### config.mk
export PLATFORM = sky130hd
export DESIGN_NAME = rsp_radio_spi
export DESIGN_NICKNAME = d
export VERILOG_FILES = /design/src/rsp_buf2.v /design/src/rsp_radio_spi.v /design/src/rsp_sync.v
export VERILOG_INCLUDE_DIRS = /design/src
export SDC_FILE = /design/constraint.sdc
export NUM_CORES = 2
export LEC_CHECK = 0
export BUFFER_PORTS_ARGS = -buffer_cell sky130_fd_sc_hd__buf_2
export CORE_UTILIZATION = 60
export DETAILED_ROUTE_END_ITERATION = 16
export HOLD_SLACK_MARGIN = 0.12
export PLACE_DENSITY = 0.81
export SLEW_MARGIN = 20
export SYNTH_ARGS = -nofsm -noshare
export SYNTH_HDL_FRONTEND = slang
export SYNTH_SLANG_ARGS = --single-unit
### constraint.sdc
create_clock -name clk -period 6.25 [get_ports clk]
set_clock_uncertainty 0.2 [all_clocks]
set_input_delay 0.625 -clock clk [delete_from_list [all_inputs] [get_ports clk]]
set_output_delay 0.625 -clock clk [all_outputs]
set_load 0.03 [all_outputs]
### src/rsp_regs.vh
// Addresses, fields, reset values and timing of the radio SPI port
`ifndef RSP_REGS_VH
`define RSP_REGS_VH
`define RSP_CFG_LAST     6'h2e
`define RSP_STROBE_FIRST 6'h30
`define RSP_STROBE_LAST  6'h3d
`define RSP_PA_ADDR      6'h3e
`define RSP_FIFO_ADDR    6'h3f
`define RSP_S_RESET      6'h30
`define RSP_S_XOFF       6'h32
`define RSP_S_RX         6'h34
`define RSP_S_TX         6'h35
`define RSP_S_IDLE       6'h36
`define RSP_S_PWD        6'h39
`define RSP_S_FRX        6'h3a
`define RSP_S_FTX        6'h3b
`define RSP_STAT_MAIN    6'h35
`define RSP_STAT_TXFILL  6'h3a
`define RSP_STAT_RXFILL  6'h3b
`define RSP_CFG_GENERAL_OUTPUT_ONE     6'h01
`define RSP_GENERAL_OUTPUT_ONE_RST     8'h2e
`define RSP_CFG_PKT      6'h08
`define RSP_PKT_MODE_HI  5
`define RSP_PKT_MODE_LO  4
`define RSP_CFG_MCSM     6'h18
`define RSP_PIN_CTRL_BIT 1
`define RSP_CFG_FREND    6'h22
`define RSP_PWR_HI       2
`define RSP_PWR_LO       0
`define RSP_ST_IDLE      3'h0
`define RSP_ST_RX        3'h1
`define RSP_ST_TX        3'h2
`define RSP_ST_OVF       3'h6
`define RSP_ST_UND       3'h7
`define RSP_FIFO_FULL    7'd64
`define RSP_AVAIL_MAX    7'd15
`define RSP_CLK_NS       4
`define RSP_RESET_NS     200
`define RSP_WAKE_NS      400
`define RSP_RESET_CYC    ((`RSP_RESET_NS + `RSP_CLK_NS - 1) / `RSP_CLK_NS)
`define RSP_WAKE_CYC     ((`RSP_WAKE_NS + `RSP_CLK_NS - 1) / `RSP_CLK_NS)
`endif

### src/rsp_buf2.v
// Two-entry valid/ready buffer with registered ready
`timescale 1ns/10ps
module rsp_buf2 #(
  parameter W = 8
) (
  input  wire         clk,
  input  wire         rst_n,
  input  wire [W-1:0] in_data,
  input  wire         in_valid,
  output reg          in_ready,
  output wire [W-1:0] out_data,
  output wire         out_valid,
  input  wire         out_ready
);
  reg [W-1:0] d0;
  reg [W-1:0] d1;
  reg [1:0]   count;
  wire        push = in_valid & in_ready;
  wire        pop  = out_valid & out_ready;
  wire [1:0]  next_count = count + {1'b0, push} - {1'b0, pop};

  assign out_valid = (count != 2'd0);
  assign out_data  = d0;

  always @(posedge clk)
  begin
    if (!rst_n)
    begin
      count    <= 2'd0;
      in_ready <= 1'b0;
      d0       <= {W{1'b0}};
      d1       <= {W{1'b0}};
    end
    else
    begin
      count    <= next_count;
      in_ready <= (next_count != 2'd2);
      if (push && (count == 2'd0 || (count == 2'd1 && pop)))
        d0 <= in_data;
      else if (pop)
        d0 <= d1;
      if (push && count == 2'd1 && !pop)
        d1 <= in_data;
    end
  end
endmodule

### src/rsp_radio_spi.v
// Serial configuration port: registers, strobes, FIFOs, power table
`timescale 1ns/10ps
module rsp_radio_spi (
  input  wire       clk,
  input  wire       rst_n,
  input  wire       chip_select_low_n,
  input  wire       sclk,
  input  wire       si,
  output reg        general_output_one_out,
  output reg        general_output_one_oe,
  input  wire       general_output_zero_in,
  output reg        serial_tx_bit,
  output reg  [7:0] tx_data,
  output reg        tx_valid,
  input  wire       tx_ready,
  input  wire [7:0] rx_data,
  input  wire       rx_valid,
  output wire       rx_ready,
  output reg  [2:0] main_state,
  output reg        chip_rdy_n,
  output reg        asleep,
  output reg  [7:0] pa_setting
);
`include "rsp_regs.vh"
  localparam integer RESET_I   = `RSP_RESET_CYC;
  localparam integer WAKE_I    = `RSP_WAKE_CYC;
  localparam [7:0]   RESET_CYC = RESET_I[7:0];
  localparam [7:0]   WAKE_CYC  = WAKE_I[7:0];

  reg  [7:0] cfg [0:`RSP_CFG_LAST];
  reg  [7:0] pa  [0:7];
  reg  [7:0] txm [0:63];
  reg  [7:0] rxm [0:63];
  reg  [6:0] tx_wp;
  reg  [6:0] tx_rp;
  reg  [6:0] rx_wp;
  reg  [6:0] rx_rp;
  reg        cs_n_q;
  reg        sclk_q;
  reg        si_q;
  reg  [2:0] bit_cnt;
  reg  [6:0] sr_in;
  reg  [7:0] out_sr;
  reg        in_hdr;
  reg        rw;
  reg        burst;
  reg  [5:0] addr;
  reg  [2:0] pa_idx;
  reg        pd_pend;
  reg        pd_sleep;
  reg  [7:0] busy_cnt;
  wire [3:0] syn;
  wire [7:0] buf_data;
  wire       buf_valid;

  rsp_sync #(.W(4), .INIT(4'h1)) u_sync (
    .clk   (clk),
    .rst_n (rst_n),
    .din   ({general_output_zero_in, si, sclk, chip_select_low_n}),
    .dout  (syn)
  );

  wire       cs_n_s   = syn[0];
  wire       sclk_s   = syn[1];
  wire       si_s     = syn[2];
  wire       general_output_zero_s   = syn[3];
  wire       cs_act   = ~cs_n_s;
  wire       cs_fall  = cs_n_q & ~cs_n_s;
  wire       cs_rise  = ~cs_n_q & cs_n_s;
  wire       sck_rise = cs_act & sclk_s & ~sclk_q;
  wire       sck_fall = cs_act & ~sclk_s & sclk_q;
  wire       byte_end = sck_rise & (bit_cnt == 3'd7);
  wire [7:0] byte_w   = {sr_in, si_s};
  wire [5:0] h_a      = byte_w[5:0];
  wire [6:0] tx_cnt   = tx_wp - tx_rp;
  wire [6:0] rx_cnt   = rx_wp - rx_rp;
  wire       push_now = byte_end & ~in_hdr & ~rw & (addr == `RSP_FIFO_ADDR) &
                        (tx_cnt != `RSP_FIFO_FULL);
  wire [6:0] tx_used  = tx_cnt + {6'd0, push_now};
  wire       rdy_n    = asleep | (busy_cnt != 8'd0);
  wire       flush_ok = (main_state == `RSP_ST_IDLE) | (main_state == `RSP_ST_UND) |
                        (main_state == `RSP_ST_OVF);
  wire       buf_ready = (main_state == `RSP_ST_RX) & ~asleep & (rx_cnt != `RSP_FIFO_FULL);
  wire       pin_ctl  = cfg[`RSP_CFG_MCSM][`RSP_PIN_CTRL_BIT];

  rsp_buf2 #(.W(8)) u_rxbuf (
    .clk       (clk),
    .rst_n     (rst_n),
    .in_data   (rx_data),
    .in_valid  (rx_valid),
    .in_ready  (rx_ready),
    .out_data  (buf_data),
    .out_valid (buf_valid),
    .out_ready (buf_ready)
  );

  // FIFO count field saturates at fifteen
  function [3:0] avail;
    input rdsel;
    reg [6:0] n;
    begin
      n = rdsel ? rx_cnt : (`RSP_FIFO_FULL - tx_used);
      avail = (n > `RSP_AVAIL_MAX) ? 4'hf : n[3:0];
    end
  endfunction

  function [7:0] status;
    input rdsel;
    begin
      status = {rdy_n, main_state, avail(rdsel)};
    end
  endfunction

  function [7:0] cfg_rd;
    input [5:0] a;
    begin
      cfg_rd = (a <= `RSP_CFG_LAST) ? cfg[a] : 8'h00;
    end
  endfunction

  function [7:0] stat_reg;
    input [5:0] a;
    begin
      if (a == `RSP_STAT_MAIN)
        stat_reg = {5'd0, main_state};
      else if (a == `RSP_STAT_TXFILL)
        stat_reg = {main_state == `RSP_ST_UND, tx_cnt};
      else if (a == `RSP_STAT_RXFILL)
        stat_reg = {main_state == `RSP_ST_OVF, rx_cnt};
      else
        stat_reg = 8'h00;
    end
  endfunction

  task flush_fifos;
    begin
      tx_wp <= 7'd0;
      tx_rp <= 7'd0;
      rx_wp <= 7'd0;
      rx_rp <= 7'd0;
    end
  endtask

  task init_all;
    integer i;
    begin
      for (i = 0; i <= `RSP_CFG_LAST; i = i + 1)
        cfg[i] <= 8'h00;
      cfg[`RSP_CFG_GENERAL_OUTPUT_ONE] <= `RSP_GENERAL_OUTPUT_ONE_RST;
      for (i = 0; i < 8; i = i + 1)
        pa[i] <= 8'h00;
      flush_fifos;
      main_state <= `RSP_ST_IDLE;
      asleep     <= 1'b0;
      pd_pend    <= 1'b0;
      pd_sleep   <= 1'b0;
      tx_valid   <= 1'b0;
      tx_data    <= 8'h00;
    end
  endtask

  // Read data for the coming byte; FIFO and table reads consume here
  task load_read;
    input [5:0] a;
    begin
      if (a == `RSP_PA_ADDR)
      begin
        out_sr <= pa[pa_idx];
        pa_idx <= pa_idx + 3'd1;
      end
      else if (a == `RSP_FIFO_ADDR)
      begin
        out_sr <= (rx_cnt != 7'd0) ? rxm[rx_rp[5:0]] : 8'h00;
        if (rx_cnt != 7'd0)
          rx_rp <= rx_rp + 7'd1;
      end
      else
        out_sr <= cfg_rd(a);
    end
  endtask

  task strobe;
    input [5:0] a;
    begin
      case (a)
        `RSP_S_RESET:
        begin
          init_all;
          busy_cnt <= RESET_CYC;
        end
        `RSP_S_XOFF:
        begin
          pd_pend  <= 1'b1;
          pd_sleep <= 1'b0;
        end
        `RSP_S_PWD:
        begin
          pd_pend  <= 1'b1;
          pd_sleep <= 1'b1;
        end
        `RSP_S_RX:
          main_state <= `RSP_ST_RX;
        `RSP_S_TX:
          main_state <= `RSP_ST_TX;
        `RSP_S_IDLE:
          main_state <= `RSP_ST_IDLE;
        `RSP_S_FRX:
          if (flush_ok)
          begin
            rx_wp <= 7'd0;
            rx_rp <= 7'd0;
            if (main_state == `RSP_ST_OVF)
              main_state <= `RSP_ST_IDLE;
          end
        `RSP_S_FTX:
          if (flush_ok)
          begin
            tx_wp <= 7'd0;
            tx_rp <= 7'd0;
            if (main_state == `RSP_ST_UND)
              main_state <= `RSP_ST_IDLE;
          end
        default:
          main_state <= main_state;
      endcase
    end
  endtask

  always @(posedge clk)
  begin
    if (!rst_n)
    begin
      init_all;
      cs_n_q   <= 1'b1;
      sclk_q   <= 1'b0;
      si_q     <= 1'b0;
      bit_cnt  <= 3'd0;
      sr_in    <= 7'd0;
      out_sr   <= 8'h00;
      in_hdr   <= 1'b1;
      rw       <= 1'b0;
      burst    <= 1'b0;
      addr     <= 6'd0;
      pa_idx   <= 3'd0;
      busy_cnt <= 8'd0;
      chip_rdy_n             <= 1'b1;
      general_output_one_out <= 1'b0;
      general_output_one_oe  <= 1'b0;
      serial_tx_bit          <= 1'b0;
      pa_setting             <= 8'h00;
    end
    else
    begin
      cs_n_q     <= cs_n_s;
      sclk_q     <= sclk_s;
      si_q       <= si_s;
      chip_rdy_n <= rdy_n;
      if (busy_cnt != 8'd0)
        busy_cnt <= busy_cnt - 8'd1;
      pa_setting <= pa[cfg[`RSP_CFG_FREND][`RSP_PWR_HI:`RSP_PWR_LO]];
      serial_tx_bit <= (cfg[`RSP_CFG_PKT][`RSP_PKT_MODE_HI:`RSP_PKT_MODE_LO] != 2'd0) &&
                       (main_state == `RSP_ST_TX) && general_output_zero_s;
      // Ready bit is live before the first header clock, so reset or wake shows high
      if (cs_act)
      begin
        general_output_one_oe  <= 1'b1;
        general_output_one_out <= (in_hdr && bit_cnt == 3'd0) ? rdy_n : out_sr[7];
      end
      else
      begin
        general_output_one_oe  <= (cfg[`RSP_CFG_GENERAL_OUTPUT_ONE] != `RSP_GENERAL_OUTPUT_ONE_RST);
        general_output_one_out <= (rx_cnt != 7'd0);
      end
      // Transmit FIFO drain toward the modem
      if (tx_valid && tx_ready)
        tx_valid <= 1'b0;
      if (main_state == `RSP_ST_TX && !asleep && (!tx_valid || tx_ready))
      begin
        if (tx_cnt != 7'd0)
        begin
          tx_data  <= txm[tx_rp[5:0]];
          tx_valid <= 1'b1;
          tx_rp    <= tx_rp + 7'd1;
        end
        else if (tx_ready)
          main_state <= `RSP_ST_UND;
      end
      // Receive FIFO fill; a full FIFO stalls the buffer then overflows
      if (buf_valid && buf_ready)
      begin
        rxm[rx_wp[5:0]] <= buf_data;
        rx_wp <= rx_wp + 7'd1;
      end
      else if (main_state == `RSP_ST_RX && buf_valid && rx_cnt == `RSP_FIFO_FULL)
        main_state <= `RSP_ST_OVF;
      if (!cs_act)
        pa_idx <= 3'd0;
      if (cs_fall)
      begin
        bit_cnt <= 3'd0;
        in_hdr  <= 1'b1;
        out_sr  <= status(1'b0);
        if (asleep)
        begin
          asleep     <= 1'b0;
          main_state <= `RSP_ST_IDLE;
          busy_cnt   <= WAKE_CYC;
        end
        // Pin strobes move state or schedule power-down; no restart of the current one
        if (pin_ctl)
        begin
          case ({sclk_q, si_q})
            2'b00:
            begin
              pd_pend  <= 1'b1;
              pd_sleep <= 1'b1;
            end
            2'b01:
              main_state <= `RSP_ST_TX;
            2'b10:
              main_state <= `RSP_ST_IDLE;
            default:
              main_state <= `RSP_ST_RX;
          endcase
        end
      end
      if (cs_rise && pd_pend)
      begin
        pd_pend    <= 1'b0;
        asleep     <= 1'b1;
        main_state <= `RSP_ST_IDLE;
        if (pd_sleep)
        begin
          flush_fifos;
          pa[1] <= 8'h00;
          pa[2] <= 8'h00;
          pa[3] <= 8'h00;
          pa[4] <= 8'h00;
          pa[5] <= 8'h00;
          pa[6] <= 8'h00;
          pa[7] <= 8'h00;
        end
      end
      if (sck_fall && bit_cnt != 3'd0)
        out_sr <= {out_sr[6:0], 1'b0};
      if (sck_rise)
      begin
        sr_in   <= {sr_in[5:0], si_s};
        bit_cnt <= bit_cnt + 3'd1;
        // Whole status refreshed so a strobe just executed shows its new state
        if (in_hdr && bit_cnt == 3'd0)
          out_sr <= {rdy_n, main_state, avail(si_s)};
      end
      if (byte_end && in_hdr)
      begin
        rw     <= byte_w[7];
        burst  <= byte_w[6];
        addr   <= h_a;
        in_hdr <= 1'b0;
        if (h_a >= `RSP_STROBE_FIRST && h_a <= `RSP_STROBE_LAST)
        begin
          if (!byte_w[6])
          begin
            in_hdr <= 1'b1;
            out_sr <= status(byte_w[7]);
            strobe(h_a);
          end
          else
          begin
            burst  <= 1'b0;
            out_sr <= stat_reg(h_a);
          end
        end
        else if (byte_w[7])
          load_read(h_a);
        else
          out_sr <= status(1'b0);
      end
      if (byte_end && !in_hdr)
      begin
        if (!rw)
        begin
          if (addr <= `RSP_CFG_LAST)
            cfg[addr] <= byte_w;
          else if (addr == `RSP_PA_ADDR)
          begin
            pa[pa_idx] <= byte_w;
            pa_idx     <= pa_idx + 3'd1;
          end
          else if (push_now)
          begin
            txm[tx_wp[5:0]] <= byte_w;
            tx_wp <= tx_wp + 7'd1;
          end
        end
        if (!burst)
        begin
          in_hdr <= 1'b1;
          out_sr <= status(rw);
        end
        else
        begin
          // Burst runs until select rises, one direction throughout
          if (addr <= `RSP_CFG_LAST)
            addr <= addr + 6'd1;
          if (rw)
            load_read((addr <= `RSP_CFG_LAST) ? addr + 6'd1 : addr);
          else
            out_sr <= status(1'b0);
        end
      end
      if (byte_end && !in_hdr && !burst && addr >= `RSP_STROBE_FIRST && addr <= `RSP_STROBE_LAST)
        out_sr <= status(1'b1);
    end
  end
endmodule

### src/rsp_sync.v
// Two-flop synchroniser for pins from outside the clock domain
`timescale 1ns/10ps
module rsp_sync #(
  parameter W = 1,
  parameter [W-1:0] INIT = {W{1'b0}}
) (
  input  wire         clk,
  input  wire         rst_n,
  input  wire [W-1:0] din,
  output reg  [W-1:0] dout
);
  reg [W-1:0] meta;

  always @(posedge clk)
  begin
    if (!rst_n)
    begin
      meta <= INIT;
      dout <= INIT;
    end
    else
    begin
      meta <= din;
      dout <= meta;
    end
  end
endmodule

==> flow_summary.json <==
{
  "postSynthRegisterBits": 1587,
  "die_h_um": 345,
  "clock.fmax_mhz": 175,
  "most_common_library_cell_in_the_layout_ignoring_fill_and_taps": "edfxtp_1",
  "core_region_area_sq_um": 116000,
  "cellPowerDensity_nw_per_um2": 276,
  "drc_errors": 0,
  "irDropWorstVdd_mv": 0.298,
  "vias_in_the_first_global_route": 49200,
  "holdCritPathClass": "register to register",
  "post_synth_inst_count": 5527,
  "dr.first_iter.drc_count": 7953,
  "rrSetupSlack_ps": 520,
  "syn-num-nets": 5582,
  "num-nets-final": 5533,
  "clock_tree.htree_level_count": 4,
  "drive_above_1_share": 0.163,
  "pin_count": 42,
  "hold_violations": 0,
  "finalCriticalPeriod_ps": 5730,
  "synth_seq_area_share": 0.596,
  "synth_flop_cell": "edfxtp_1",
  "cts_root_buffer": "clkbuf_16",
  "effective_utilization_at_floorplan": 0.606,
  "grtUsageTotal": 0.385,
  "clock_path_buffers": 3,
  "tightest_slew_ps": 1210,
  "timing.final.max_slew_violations": 0,
  "clock-sinks": 1587,
  "placementRows": 125,
  "timing.final.crit_share": 0.916,
  "antenna_left": 0,
  "worstSetupStartpointType": "register",
  "number_of_buffers_created_by_cts": 157,
  "outcome": "completed",
  "antennaDiodeCount": 0,
  "hpwl_um": 141000,
  "synthesis.area_per_instance_sq_um": 12.8,
  "setup_violations": 0,
  "placement.io_buffers": 41,
  "routed_wl_um": 229000,
  "final_core_utilization": 0.665,
  "hold-path-cell-count": 1,
  "fin_setup_tns_ps": 0,
  "yosysWarnings": 0,
  "num_vias": 51800,
  "route.detailed.wl_per_inst_um": 32.1,
  "grt_first_pass_wirelength_um": 333000,
  "dieArea_sq_um": 119000,
  "clk_pin_slew_worst_paths_ps": 70,
  "crit_path_max_incr_delay_ps": 440,
  "rsz0062_at_grt": "no",
  "synthDistinctLibCells": 115,
  "p_leak_nw": 23.4,
  "critPathSlowestCell": "fa_1",
  "crit_start": "tx_wp[0]$_SDFF_PN0_",
  "cp_data_arrival_time_ps": 6270,
  "antenna_violations_before_repair": 7,
  "cap_violations": 0,
  "cts-resized-gates": 0,
  "async_reset_ff_frac": 0,
  "worst_setup_path_end_kind": "register",
  "worstPathCellList": "inv_1 -> ha_1 -> inv_1 -> fa_1 -> a21o_1 -> a21oi_1 -> xnor2_1 -> inv_1 -> ha_1 -> nand4_1 -> inv_1 -> a2111o_1 -> ha_1 -> ha_1 -> a211oi_1 -> o21bai_1 -> a21oi_1 -> xnor3_1 -> xnor2_1 -> nand2_1 -> o221ai_1 -> o2111ai_1 -> o221a_2",
  "worstPathMaxFanout": 9,
  "areaGrowthSynthToFinish_pct": 9.77,
  "hold_path_startpoint": "u_sync.meta[3]$_SDFF_PN0_",
  "critical_path.reg2reg.startpoint": "tx_wp[0]$_SDFF_PN0_",
  "die_w_um": 345,
  "synth_cell_area_sq_um": 70500,
  "worst_skew_pair_latency_ps": 870,
  "worst-r2r-cell-count": 23,
  "grt_overflow_total": 0,
  "worst_ep_required_time_ps": 6790,
  "fillerInstances": 7958,
  "grt_max_degree": 132,
  "most_frequent_cells_in_the_layout": "edfxtp_1 (1,024), nand2_1 (628), dfxtp_1 (542), nand3_1 (464), mux4_2 (403)",
  "first_pass_iters": 10,
  "hold_end": "u_sync.dout[3]$_SDFF_PN0_",
  "synth-edff-count": 1024,
  "reg2reg_to": "out_sr[0]$_SDFF_PN0_",
  "finalWeightedCongestion": 1.02,
  "criticalPathCategory": "register to register",
  "routed_via_density": 7.27,
  "timing.max_slew.rel_slack": 0.190,
  "tritoncts": "yes"
}
## critical path, delay by kind of cell, from the launching register on
family          cells  cell delay (ps)
compound gates      9             2190
fa+ha+maj           5             1230
xor+xnor            3              820
buf+inv             4              350
flops               1              430
simple gates        2              380
## per-stage QoR
step | total power (W) | worst slack [ps] | cells | hold WS, ps | instance area [sq um]
after floorplan | 0.0118 | 593 | 5527 | 186 | 70500
after global placement | 0.0120 | 730 | 6825 | 216 | 72000
after detailed placement | 0.0120 | 654 | 6825 | 233 | 72000
after CTS | 0.0213 | 616 | 7128 | 246 | 77400
after global routing | 0.0218 | 243 | 7129 | 261 | 77400
final | 0.0214 | 524 | 7129 | 258 | 77400
## cell usage after synthesis, types with 8 or more instances
master,instances,share of area
or3_1,21,0.0019
edfxtp_1,1024,0.44
buf_2,71,0.0050
nand2b_1,21,0.0019
nand3b_1,8,0.00085
inv_1,53,0.0028
o311ai_0,8,0.00099
a211oi_1,23,0.0024
mux2i_1,176,0.025
xor2_1,15,0.0019
nor3_1,83,0.0059
buf_1,53,0.0028
xnor2_1,20,0.0025
nand3_1,464,0.033
nor2b_1,21,0.0019
o211ai_1,29,0.0031
and3_1,46,0.0041
nand4_1,43,0.0038
ha_1,37,0.0066
a221oi_1,35,0.0043
and2_1,26,0.0023
a311oi_1,29,0.0036
a21oi_1,239,0.017
a31oi_1,44,0.0039
nand2_1,632,0.034
mux2_2,14,0.0022
dfxtp_1,563,0.16
o2111ai_1,9,0.0011
nor2_1,387,0.021
o21ai_0,338,0.024
clkbuf_1,243,0.013
buf_6,16,0.0026
o22ai_1,28,0.0025
mux4_2,403,0.13
a22oi_1,26,0.0028
a22o_1,65,0.0081
buf_4,16,0.0017
## flip-flops by register name, indices dropped and copies added (netlist names), 6 cells and up
register	cells
pa	64
tx_wp	7
busy_cnt	8
tx_rp	7
u_rxbuf.out_data	8
tx_data	8
rx_rp	7
addr	6
u_rxbuf.d1	8
cfg	376
txm	512
sr_in	7
rxm	512
rx_wp	7
out_sr	8
pa_setting	8
## per-layer routing
layer  global-route usage  up-vias  routed length [um]
met2                0.594     4531              104000
met3               0.0936     1048               28900
met1                0.497    25200               78700
met5                    0        -                  81
li1                     -    21100                   -
met4                0.232       12               16900
## how the worst max path moves through the flow
| stage | end | slack [ps] | depth (start not counted) |
|---|---|---|---|
| after global placement | out_sr[0]$_SDFF_PN0_ | 730 | 20 |
| after global routing | out_sr[0]$_SDFF_PN0_ | 240 | 23 |
| after floorplan | out_sr[0]$_SDFF_PN0_ | 590 | 24 |
| after detailed placement | out_sr[0]$_SDFF_PN0_ | 650 | 20 |
| after CTS | out_sr[0]$_SDFF_PN0_ | 620 | 20 |
| final | out_sr[0]$_SDFF_PN0_ | 520 | 23 |
## cells by family (layout without fill, tap and decap cells)
| logic type | after synthesis | count (layout) | synth area share |
|---|---|---|---|
| adders and majority gates | 40 | 40 | 0.00728 |
| DFF | 1587 | 1587 | 0.596 |
| and+or+nand+nor | 1818 | 1818 | 0.118 |
| muxes | 595 | 595 | 0.156 |
| buffers and inverters | 464 | 542 | 0.0294 |
| xor gates and xnor gates | 36 | 36 | 0.00467 |
| AOI/OAI and AO/OA | 987 | 987 | 0.0886 |
## area by class of cell
class / count / area (sq um) / share of cell area
clock buffers: 210 / 4300 / 0.0555
clock inverters: 76 / 870 / 0.0112
inverters: 60 / 230 / 0.00297
flip-flops and latches: 1587 / 42100 / 0.544
multi-input cells: 3476 / 26500 / 0.342
well taps: 1524 / 1910 / 0.0246
repair buffers: 196 / 1530 / 0.0198
## report_power, final
part           leakage [nW]  internal, W  total, W  switching (W)
Clock                  2.48      0.00525   0.00956        0.00431
Combinational          7.77     0.000162  0.000606       0.000444
Sequential             13.1       0.0112    0.0112      0.0000420
Total                  23.4       0.0166    0.0214        0.00480
## what timing repair did
item	CTS	global route
hold buffers	17	0
buffers inserted	0	0
endpoints found under the hold margin	30	0
Note: power is estimated with default switching activity, not from simulation.
